### src/hdl/hpsc_regs.svh
// Offsets, field positions, masks and reset values of the system control block
`ifndef HPSC_REGS_SVH
`define HPSC_REGS_SVH
`define HPSC_ADDR_W            4
`define HPSC_SYSCTL2_OFFSET    4'h0
`define HPSC_EXTCTL_OFFSET     4'h1
`define HPSC_STATUS_OFFSET     4'h2
`define HPSC_SYSCTL2_RESET     8'h00
`define HPSC_EXTCTL_RESET      8'h00
`define HPSC_RSVD_MASK         8'hEF
`define HPSC_EXTCTL_MASK       8'h03
`define HPSC_LVL_HI_BIT        7
`define HPSC_LVL_LO_BIT        6
`define HPSC_PULLUP_BIT        5
`define HPSC_RSVD_BIT          4
`define HPSC_SHUTDOWN_EN_BIT   3
`define HPSC_CH4_EN_BIT        2
`define HPSC_CH3_EN_BIT        1
`define HPSC_MASTER_EN_BIT     0
`define HPSC_CH2_EN_BIT        0
`define HPSC_FGA20_EN_BIT      1
`endif

### src/hdl/hpsc_pkg.sv
// Types shared by the system control block
package hpsc_pkg;
   typedef enum logic [1:0] {
      HPSC_LEVEL_STANDARD,
      HPSC_LEVEL_ONE,
      HPSC_LEVEL_TWO,
      HPSC_LEVEL_THREE
   } hpsc_level_t;
endpackage

### src/hdl/hpsc_sync.sv
// Two-flop synchroniser for pins entering the core clock domain
`timescale 1ns/1ps
module hpsc_sync #(
   parameter int WIDTH = 1
) (
   input  wire logic             core_clk,
   input  wire logic             reset,
   input  wire logic [WIDTH-1:0] async_in,
   output logic      [WIDTH-1:0] sync_out
);
   logic [WIDTH-1:0] stage_one;

   // First stage feeds only the second
   always_ff @(posedge core_clk or posedge reset) begin
      if (reset) begin
         stage_one <= '0;
         sync_out  <= '0;
      end else begin
         stage_one <= async_in;
         sync_out  <= stage_one;
      end
   end
endmodule

### src/hdl/hpsc_top.sv
// System control register two with host port enables and pin shutdown
// What this block does
// - Bits 7:6 select port input level: standard, level 1, 2 or 3.
// - Bit 5 selects pull-up current: 0 standard, 1 current limited.
// - Bit 2 enables channel 4 and its select pin.
// - Bit 1 enables channel 3 and its select pin.
// - Channel 3 and 4 enables act only while master enable is 1.
// - Bit 0 gates all host functions, channel, gate A20 and shutdown enables.
// - Master enable acts only in single-chip mode.
// - Channel 2 select from primary pin, or alternate pin when gate A20 enabled.
`timescale 1ns/1ps
`include "hpsc_regs.svh"
module hpsc_top (
   input  wire logic                    core_clk,
   input  wire logic                    reset,
   input  wire logic [`HPSC_ADDR_W-1:0] reg_addr,
   input  wire logic [7:0]              reg_wdata,
   input  wire logic                    reg_write,
   input  wire logic                    reg_read,
   output logic      [7:0]              reg_rdata,
   input  wire logic                    single_chip_mode,
   input  wire logic                    host_port_shutdown_input,
   input  wire logic                    channel_two_select_n,
   input  wire logic                    alternate_channel_two_select_n,
   output logic      [1:0]              port_level_select,
   output logic                         pullup_current_limit,
   output logic                         host_port_active,
   output logic                         host_pins_float,
   output logic                         channel_two_active,
   output logic                         channel_three_active,
   output logic                         channel_four_active,
   output logic                         fast_gate_a20_active,
   output logic                         channel_two_chip_select
);

   // ****************************************************************
   // Storage
   // ****************************************************************
   logic [7:0] system_control_two;                // Documented control register
   logic [7:0] ext_control;                       // Channel 2 and gate A20 enables
   logic [3:0] pins_active;                       // Pin requests, active high, before sync
   logic [3:0] pins_sync;                         // Pin requests after two flops
   logic       shutdown_sync;                     // Shutdown request seen by the core
   logic       mode_sync;                         // Single-chip mode seen by the core
   logic       cs2_sync;                          // Primary channel 2 select asserted
   logic       alternate_channel_two_select_sync;                         // Alternate channel 2 select asserted

   // ****************************************************************
   // Usage notes
   // ****************************************************************
   // Offset 0 holds the documented control register; bit 4 always stores 0.
   // Offset 1 holds the channel 2 enable in bit 0 and the gate A20 enable in bit 1;
   // its upper six bits read 0.
   // Offset 2 is read only and shows what is in force, from bit 0 up:
   //    channel 2, channel 3, channel 4, gate A20, master, mode, float, zero.
   // Unmapped offsets read 0 and ignore writes.
   // Writes and reads never wait; a write lands at the edge that takes it and
   // reaches the outputs one edge later.
   // Read data stand for one cycle after the read strobe and are 0 otherwise.
   // Pin changes reach the outputs three edges later: two sync flops, one output flop.
   // Every enable except the port fields waits on the synchronised mode pin, so the
   // host port stays off for three edges after reset even in single-chip mode.
   // The shutdown input is active high and counts only while the master enable is in
   // force and the shutdown enable is set.
   // Floating the pins drives every host activity output low; the pad logic that
   // turns host_pins_float into high impedance sits outside this block.
   // The gate A20 bit steers the channel 2 select pin choice even while channel 2 is
   // off; the select output stays low until channel 2 is in force.
   // Software must keep bit 4 at 0; the block stores 0 there whatever is written,
   // so a stray 1 cannot leak into a later read.

   // ****************************************************************
   // Helpers
   // ****************************************************************
   // True when the bus address names the given register
   function automatic logic addr_hit(input logic [`HPSC_ADDR_W-1:0] addr,
                                     input logic [`HPSC_ADDR_W-1:0] offset);
      return addr == offset;
   endfunction

   // A host function runs only while it is enabled and the pins are not floated
   function automatic logic run_unless_float(input logic enabled,
                                             input logic floated);
      return enabled && !floated;
   endfunction

   // Register next value: masked write data on a write, the old value otherwise
   function automatic logic [7:0] write_merge(input logic       write_now,
                                              input logic [7:0] write_val,
                                              input logic [7:0] old_val);
      return write_now ? write_val : old_val;
   endfunction

   // ****************************************************************
   // Pin synchronisers
   // ****************************************************************
   // Selects turn active high before the flops, so the flops' reset value
   // of 0 means idle and no false select follows reset
   assign pins_active = {host_port_shutdown_input, single_chip_mode,
                         ~channel_two_select_n, ~alternate_channel_two_select_n};

   hpsc_sync #(
      .WIDTH(4)
   ) u_sync (
      .core_clk (core_clk),
      .reset    (reset),
      .async_in (pins_active),
      .sync_out (pins_sync)
   );

   // Name the synchronised pins
   assign shutdown_sync = pins_sync[3];
   assign mode_sync     = pins_sync[2];
   assign cs2_sync      = pins_sync[1];
   assign alternate_channel_two_select_sync     = pins_sync[0];

   // ****************************************************************
   // Decode
   // ****************************************************************
   // Register select and write strobes
   wire        hit_sysctl2  = addr_hit(reg_addr, `HPSC_SYSCTL2_OFFSET);
   wire        hit_extctl   = addr_hit(reg_addr, `HPSC_EXTCTL_OFFSET);
   wire        hit_status   = addr_hit(reg_addr, `HPSC_STATUS_OFFSET);
   wire        wr_sysctl2   = reg_write && hit_sysctl2;
   wire        wr_extctl    = reg_write && hit_extctl;
   // Reserved bit held at 0 whatever software writes
   wire [7:0]  sysctl2_wval = reg_wdata & `HPSC_RSVD_MASK;
   wire [7:0]  extctl_wval  = reg_wdata & `HPSC_EXTCTL_MASK;

   // Master enable counts only in single-chip mode; every other enable waits on it
   wire master_on = system_control_two[`HPSC_MASTER_EN_BIT] && mode_sync;
   wire ch2_on    = master_on && ext_control[`HPSC_CH2_EN_BIT];
   wire ch3_on    = master_on && system_control_two[`HPSC_CH3_EN_BIT];
   wire ch4_on    = master_on && system_control_two[`HPSC_CH4_EN_BIT];
   wire a20_on    = master_on && ext_control[`HPSC_FGA20_EN_BIT];
   wire sd_on     = master_on && system_control_two[`HPSC_SHUTDOWN_EN_BIT];
   // Shutdown input only looked at while shutdown function is enabled
   wire float_now = sd_on && shutdown_sync;
   // Channel 2 select pin chosen by gate A20 enable
   wire cs2_pick  = ext_control[`HPSC_FGA20_EN_BIT] ? alternate_channel_two_select_sync : cs2_sync;
   wire cs2_now   = run_unless_float(ch2_on, float_now) && cs2_pick;

   // ****************************************************************
   // Next values
   // ****************************************************************
   // Control registers take masked write data when addressed
   wire [7:0] next_system_control_two      = write_merge(wr_sysctl2, sysctl2_wval, system_control_two);
   wire [7:0] next_ext_control             = write_merge(wr_extctl, extctl_wval, ext_control);
   // Port fields follow the register bits directly
   wire [1:0] next_port_level_select       = system_control_two[`HPSC_LVL_HI_BIT:`HPSC_LVL_LO_BIT];
   wire       next_pullup_current_limit    = system_control_two[`HPSC_PULLUP_BIT];
   // Host functions drop while the pins are floated
   wire       next_host_port_active        = run_unless_float(master_on, float_now);
   wire       next_host_pins_float         = float_now;
   wire       next_channel_two_active      = run_unless_float(ch2_on, float_now);
   wire       next_channel_three_active    = run_unless_float(ch3_on, float_now);
   wire       next_channel_four_active     = run_unless_float(ch4_on, float_now);
   wire       next_fast_gate_a20_active    = run_unless_float(a20_on, float_now);
   wire       next_channel_two_chip_select = cs2_now;

   // ****************************************************************
   // Read path
   // ****************************************************************
   // Live status word, layout as in the usage notes
   wire [7:0] status_val     = {1'b0, float_now, mode_sync, master_on,
                                a20_on, ch4_on, ch3_on, ch2_on};
   // Register read back selected by offset, 0 for unmapped offsets
   wire [7:0] rd_mux         = hit_sysctl2 ? system_control_two :
                               hit_extctl  ? ext_control :
                               hit_status  ? status_val : 8'h00;
   // Read data stand only in the cycle after the strobe
   wire [7:0] next_reg_rdata = reg_read ? rd_mux : 8'h00;

   // ****************************************************************
   // Registers
   // ****************************************************************
   // Documented control register; every bit clears on reset so the host
   // port starts off at standard level and current
   always_ff @(posedge core_clk or posedge reset) begin
      if (reset) begin
         system_control_two <= `HPSC_SYSCTL2_RESET;
      end else begin
         system_control_two <= next_system_control_two;
      end
   end

   // Channel 2 and gate A20 enables
   // Cleared on reset like the main register
   always_ff @(posedge core_clk or posedge reset) begin
      if (reset) begin
         ext_control <= `HPSC_EXTCTL_RESET;
      end else begin
         ext_control <= next_ext_control;
      end
   end

   // Read data register
   // Holds 0 outside the slot after a read strobe
   always_ff @(posedge core_clk or posedge reset) begin
      if (reset) begin
         reg_rdata <= 8'h00;
      end else begin
         reg_rdata <= next_reg_rdata;
      end
   end

   // Port level output, registered so the input buffers
   // never see a decode glitch on their level select
   always_ff @(posedge core_clk or posedge reset) begin
      if (reset) begin
         port_level_select <= hpsc_pkg::HPSC_LEVEL_STANDARD;
      end else begin
         port_level_select <= next_port_level_select;
      end
   end

   // Pull-up current select output
   // Reset picks the standard current
   always_ff @(posedge core_clk or posedge reset) begin
      if (reset) begin
         pullup_current_limit <= 1'b0;
      end else begin
         pullup_current_limit <= next_pullup_current_limit;
      end
   end

   // Master activity output
   // Low during reset and while the pins float
   always_ff @(posedge core_clk or posedge reset) begin
      if (reset) begin
         host_port_active <= 1'b0;
      end else begin
         host_port_active <= next_host_port_active;
      end
   end

   // Float request to the pad logic
   // Pads go high impedance while this is high
   always_ff @(posedge core_clk or posedge reset) begin
      if (reset) begin
         host_pins_float <= 1'b0;
      end else begin
         host_pins_float <= next_host_pins_float;
      end
   end

   // Channel 2 activity output
   // Needs its own enable as well as the master
   always_ff @(posedge core_clk or posedge reset) begin
      if (reset) begin
         channel_two_active <= 1'b0;
      end else begin
         channel_two_active <= next_channel_two_active;
      end
   end

   // Channel 3 activity output
   // Its enable counts only behind the master
   always_ff @(posedge core_clk or posedge reset) begin
      if (reset) begin
         channel_three_active <= 1'b0;
      end else begin
         channel_three_active <= next_channel_three_active;
      end
   end

   // Channel 4 activity output
   // Its enable counts only behind the master
   always_ff @(posedge core_clk or posedge reset) begin
      if (reset) begin
         channel_four_active <= 1'b0;
      end else begin
         channel_four_active <= next_channel_four_active;
      end
   end

   // Gate A20 activity output
   // Needs its own enable as well as the master
   always_ff @(posedge core_clk or posedge reset) begin
      if (reset) begin
         fast_gate_a20_active <= 1'b0;
      end else begin
         fast_gate_a20_active <= next_fast_gate_a20_active;
      end
   end

   // Channel 2 select output, active high
   // Already gated by the channel 2 enable and the float request
   always_ff @(posedge core_clk or posedge reset) begin
      if (reset) begin
         channel_two_chip_select <= 1'b0;
      end else begin
         channel_two_chip_select <= next_channel_two_chip_select;
      end
   end
endmodule

### config.mk
export PLATFORM = sky130hd
export DESIGN_NAME = hpsc_top
export DESIGN_NICKNAME = d
export VERILOG_FILES = /design/src/hdl/hpsc_pkg.sv /design/src/hdl/hpsc_sync.sv /design/src/hdl/hpsc_top.sv
export VERILOG_INCLUDE_DIRS = /design/src /design/src/hdl
export SDC_FILE = /design/constraint.sdc
export NUM_CORES = 1
export LEC_CHECK = 0
export BUFFER_PORTS_ARGS = -buffer_cell sky130_fd_sc_hd__buf_2
export CAP_MARGIN = 20
export CORE_AREA = 2 2 55 57
export DETAILED_ROUTE_END_ITERATION = 12
export DIE_AREA = 0 0 57 59
export PLACE_DENSITY = 0.77
export SYNTH_ARGS = -nofsm -noshare
export SYNTH_HDL_FRONTEND = slang
export SYNTH_SLANG_ARGS = --single-unit
export TNS_END_PERCENT = 100
### constraint.sdc
create_clock -name core_clk -period 1.7 [get_ports core_clk]
set_input_delay 0.085 -clock core_clk [delete_from_list [all_inputs] [get_ports core_clk]]
set_output_delay 0.085 -clock core_clk [all_outputs]
set_load 0.02 [all_outputs]
==> impl_metrics.ini, run 1 <==
[setup_path]
path_cells = nand3_1, a2111oi_1
end_kind = flop
cp_max_fo = 7
start_kind = flop
cp.required_ns = 1.88
arrival_ns = 1.33
slowest_stage = dfrtp_1
criticalPathCategory = reg2reg
critical_path.max_stage_delay_ns = 0.46

[placement]
dp_slack_ns = 0.5123
numPortBuffers = 36
hpwlAfterDp_um = 1404
gp_congestion = 0.8026

[worst_hold_path]
hold_path_class = in2reg

[synth]
synth.ff_latch_count = 35
synth_warnings = 0
ys_async_sr_fraction_pct = 100.0
synthesis.nets = 103
syn_inst = 83
synth_edf_count = 0
avgSynthCellArea_um2 = 14.65
synth_area_um2 = 1216
synthDistinctLibCells = 23
ys.flop_type = dfrtp_1
yosysSeqAreaShare_pct = 72.02

[timing]
finalHoldViolCount = 0
relSlewSlack_pct = 72.79
min_period_over_period_pct = 67.75
worst_clock_skew_ns = 0.005445
grt_setup_unrepaired = false
fin_tns_setup_ns = 0
layout_min_cycle_time_ns = 1.152
setup_viol = 0
tightest_slew_ns = 0.4082
fin_ws_ns = 0.5482
maxSlewViolCount = 0
max_freq_ghz = 0.8682

[clock_tree]
cts_root_buf = clkbuf_4
cts.clk_slew.worst_paths_ns = 0.09
clkSinkCount = 35
cts_tree = built
cts_max_level = 2
clock_latency_ns = 0.31
cts_buffer_depth = 2
postCtsResizedCells = 0
numCtsBuffers = 5

[finish]
antennaDiodeCount = 0
area_growth_pct = 32.92
nets = 157
drive_gt1_share_pct = 41.30

[floorplanning]
die_w_um = 57
initial_utilization_pct = 44.88
rows = 19
core_area_um2 = 2710
ioPinCount = 38
dieHeight_um = 59
dieArea_um2 = 3363

[power_and_ir_drop]
powerDensity_nw_per_um2 = 1053
peakVddDrop_v = 0.0008548
p_leak_nw = 0.8466

[grt]
grt_pass1_wl_um = 3477
grt_overflow = 0
grt_antenna_before_repair = 0
grt_use_total_pct = 13.90
grt_pass1_vias = 793
busiest_layer = met2
grtUsageMet3_pct = 4.585
grt_start_max_net_pins = 36
grt_util_met2_pct = 21.18
use_met1_pct = 17.87

[route]
via_per_inst = 4.746
postRouteWirelength_um = 2055
wl_per_cell_um = 12.16
initialDrtViolationCount = 3
drc_errors = 0
vias = 802
drtPass1Iterations = 4
antenna_left = 0

[job]
maxCapViolations = 0

[run_status]
outcome = finished clean
==> timing repair <==
action                                  in CTS  in global routing
endpoints found under the setup margin       0                  0
endpoints found under the hold margin       45                  0
buffers inserted                             0                  0
hold buffers                                11                  0
==> routing by layer <==
| layer | vias up | share of wire (%) |
|---|---|---|
| met1 | 372 | 42 |
| li1 | 394 | - |
| met3 | 7 | 6.0 |
| met4 | 0 | 2.3 |
| met5 | - | 0 |
| met2 | 29 | 49 |
==> state kept, by name, summed over array words and instances, names as in the netlist <==
name                     cells
u_sync.sync_out              4
u_sync.stage_one             4
channel_three_active         1
channel_four_active          1
port_level_select            2
fast_gate_a20_active         1
channel_two_chip_select      1
ext_control                  2
pullup_current_limit         1
reg_rdata                    8
channel_two_active           1
system_control_two           7
host_port_active             1
host_pins_float              1
==> layout by cell type, fill, tap and decap left out <==
master,instances
nor2_1,3
nor2_2,1
and4_1,1
nor3_1,3
dfrtp_1,35
nand2_1,5
mux2_2,10
and4b_1,1
nand3_2,1
inv_1,4
and3b_1,1
a21bo_2,1
nand3_1,2
buf_2,36
o21ai_0,1
clkbuf_1,1
nor2b_1,1
a2111oi_1,1
dlygate4sd3_1,11
a32oi_1,1
and2b_1,1
a21oi_1,2
and3_1,1
and2_1,4
mux2i_1,2
clkbuf_4,5
buf_4,1
clkbuf_8,2
==> through the flow <==
| stage | instances | util [%] | instance area (um^2) | power [mW] | hold WS [ns] |
|---|---|---|---|---|---|
| finish | 169 | 59.65 | 1617 | 1.702 | 0.02174 |
| global route | 169 | 59.65 | 1617 | 1.808 | 0.003323 |
| CTS | 169 | 59.65 | 1617 | 1.728 | 0.002696 |
| detailed placement | 150 | 53.05 | 1438 | 1.228 | 0.1950 |
| global placement | 150 | 53.05 | 1438 | 1.215 | 0.1816 |
| floorplan | 83 | - | 1216 | 1.135 | 0.1164 |
==> area by class of cell <==
class                      instances  area [um^2]
clock buffer                       8        68.82
fill                             244         1094
inverter                           4        15.01
multi-input combinational         43        320.3
sequential                        35        875.8
tap                               31        38.79
timing repair buffer              48        297.8
==> cell families after synthesis <==
kind of cell           count (synthesis)  share of synthesized area [%]
flip-flops                            35                          72.02
AND/OR/NAND/NOR                       25                          11.83
buffers and inverters                  5                          1.645
AO/OA/AOI/OAI                          6                          3.601
multiplexers                          12                          10.91
==> critical path: cells and delay by family (launching register included) <==
family             cells  cell delay, ns
AOI/OAI and AO/OA      1            0.43
and+or+nand+nor        1            0.13
DFF                    1            0.46
==> report_power, final <==
| part | switching (mW) | leakage, nW | internal (mW) |
|---|---|---|---|
| logic | 0.123 | 0.361 | 0.121 |
| registers | 0.0609 | 0.448 | 0.924 |
| clock network | 0.230 | 0.0386 | 0.243 |
| total | 0.414 | 0.847 | 1.29 |
==> cell usage after synthesis, types with 2 or more instances <==
| cell | count | area, um^2 |
|---|---|---|
| mux2_2 | 10 | 112.6 |
| inv_1 | 4 | 15.01 |
| mux2i_1 | 2 | 20.02 |
| a21oi_1 | 2 | 10.01 |
| nand3_1 | 2 | 10.01 |
| dfrtp_1 | 35 | 875.8 |
| nor2_1 | 3 | 11.26 |
| and2_1 | 4 | 25.02 |
| nand2_1 | 5 | 18.77 |
| nor3_1 | 3 | 15.01 |
==> final timing paths <==
path,from,endpoint,slack (ns),cells past startpoint
setup / recovery,system_control_two[0]$_DFFE_PP0P_,reg_rdata[3]$_DFF_PP0_,0.55,2
hold / removal,reg_wdata[1],system_control_two[1]$_DFFE_PP0P_,0.02,2
setup reg to reg,system_control_two[0]$_DFFE_PP0P_,reg_rdata[3]$_DFF_PP0_,0.55,2
hold reg to reg,u_sync.stage_one[0]$_DFF_PP0_,u_sync.sync_out[0]$_DFF_PP0_,0.36,0
max in group asynchronous,reset,reg_rdata[7]$_DFF_PP0_,1.02,4
min in group asynchronous,reset,channel_two_chip_select$_DFF_PP0_,0.39,4
(Power assumes the default switching activity.)
==> run 2, diff against run 1 <==
==> constraint.sdc (replaced) <==
create_clock -name core_clk -period 1.06 [get_ports core_clk]
set_input_delay 0.053 -clock core_clk [delete_from_list [all_inputs] [get_ports core_clk]]
set_output_delay 0.053 -clock core_clk [all_outputs]
set_load 0.02 [all_outputs]
==> impl_metrics.ini, run 2 (synthesized netlist as in run 1, its figures left out) <==
[run_status]
outcome = finished clean

[placement]
dp.cells = 155
hpwlAfterDp_um = 1467
dp_slack_ns = -0.05000
gp_congestion = 0.8164
numPortBuffers = 36
dpl_cell_area_um2 = 1475

[timing]
maxSlewViolCount = 0
finalHoldViolCount = 0
fin_tns_setup_ns = 0
relSlewSlack_pct = 72.45
setup_viol = 0
min_period_over_period_pct = 98.34
layout_min_cycle_time_ns = 1.042
hold_ws_ns = 0.03804
worst_clock_skew_ns = 0.006300
tightest_slew_ns = 0.4133
fin_ws_ns = 0.01760
max_freq_ghz = 0.9593
grt_setup_unrepaired = true

[clock_tree]
cts_max_level = 2
clock_latency_ns = 0.33
cts_buffer_depth = 2
numCtsBuffers = 5
cts_tree = built
cts.clk_slew.worst_paths_ns = 0.09
cts_root_buf = clkbuf_4
clkSinkCount = 35

[setup_path]
end_kind = flop
cp_max_fo = 7
arrival_ns = 1.26
path_cells = and4b_1, o21ai_1, a21oi_1
criticalPathCategory = reg2reg
slowest_stage = dfrtp_2
cp.required_ns = 1.28
critical_path.max_stage_delay_ns = 0.46
start_kind = flop

[floorplanning]
ioPinCount = 38
dieArea_um2 = 3363
dieHeight_um = 59
die_w_um = 57
core_area_um2 = 2710
rows = 19
initial_utilization_pct = 44.88

[grt]
grt_pass1_wl_um = 3567
grt_use_total_pct = 14.68
grt_antenna_before_repair = 0
grt_overflow = 0
grt_start_max_net_pins = 36
grt_pass1_vias = 796

[finish]
utilization_pct = 62.56
top_register = reg_rdata
drive_gt1_share_pct = 44.90
finalInstanceArea_um2 = 1695
final_common_cell = buf_2
largest_reg_flops = 8
final_cell_mix = 36 x buf_2, 33 x dfrtp_1, 14 x dlygate4sd3_1
area_growth_pct = 39.40
top_regs = reg_rdata (8), system_control_two (7)
fillers = 219
nets = 166
seq_area_um2 = 878.3
multi_input_area_um2 = 340.3
antennaDiodeCount = 0
stdcell_count = 178

[job]
maxCapViolations = 0

[route]
via_per_inst = 4.730
wl_per_cell_um = 12.37
postRouteWirelength_um = 2201
drtPass1Iterations = 4
vias = 842
drc_errors = 0
initialDrtViolationCount = 19
antenna_left = 0

[power_and_ir_drop]
p_leak_nw = 0.8786
peakVddDrop_v = 0.001198
powerDensity_nw_per_um2 = 1579
design_power_total_mw = 2.677

[worst_hold_path]
hold_path_class = in2reg
[run 2: cell type report]
cell class / instances / share of cell area, %
Timing Repair Buffer: 57 / 21.99
Sequential cell: 35 / 51.81
Multi-Input combinational cell: 43 / 20.07
Clock inverter: 1 / 0.2952
Tap cell: 31 / 2.288
Clock buffer: 7 / 2.657
Inverter: 4 / 0.8856
[run 2: power breakdown]
part	total [mW]	leakage, nW	switching, mW	internal (mW)
Sequential	1.58	0.445	0.0929	1.48
Clock	0.645	0.0293	0.387	0.258
Combinational	0.454	0.404	0.217	0.238
Total	2.68	0.879	0.697	1.98
[run 2: worst paths after layout]
kind	from	end	slack (ns)	depth (start not counted)
setup reg to reg	system_control_two[0]$_DFFE_PP0P_	reg_rdata[0]$_DFF_PP0_	0.02	3
min in group asynchronous	reset	channel_two_chip_select$_DFF_PP0_	0.35	4
hold reg to reg	u_sync.stage_one[2]$_DFF_PP0_	u_sync.sync_out[2]$_DFF_PP0_	0.35	0
max in group asynchronous	reset	u_sync.sync_out[2]$_DFF_PP0_	0.39	4
hold / removal	reg_addr[0]	reg_rdata[7]$_DFF_PP0_	0.04	4
setup / recovery	system_control_two[0]$_DFFE_PP0P_	reg_rdata[0]$_DFF_PP0_	0.02	3
[run 2: what timing repair did]
action | in CTS | in global routing
setup endpoints to repair | 1 | 5
setup buffers | 0 | 1
pin swaps | 1 | 2
gates resized for setup | 1 | 5
endpoints found under the hold margin | 51 | 0
hold buffers | 14 | 0
[run 2: critical path, delay by kind of cell (launching register included)]
| family | cells | cell delay [ns] |
|---|---|---|
| flops | 1 | 0.46 |
| compound gates | 2 | 0.24 |
| simple gates | 1 | 0.23 |
[run 2: layer usage]
| metal | GRT usage, % | vias up | wire length, um |
|---|---|---|---|
| met4 | 9.635 | 0 | 41 |
| li1 | - | 412 | - |
| met3 | 5.240 | 7 | 191 |
| met5 | 0 | - | 0 |
| met1 | 17.50 | 390 | 905 |
| met2 | 22.66 | 33 | 1062 |
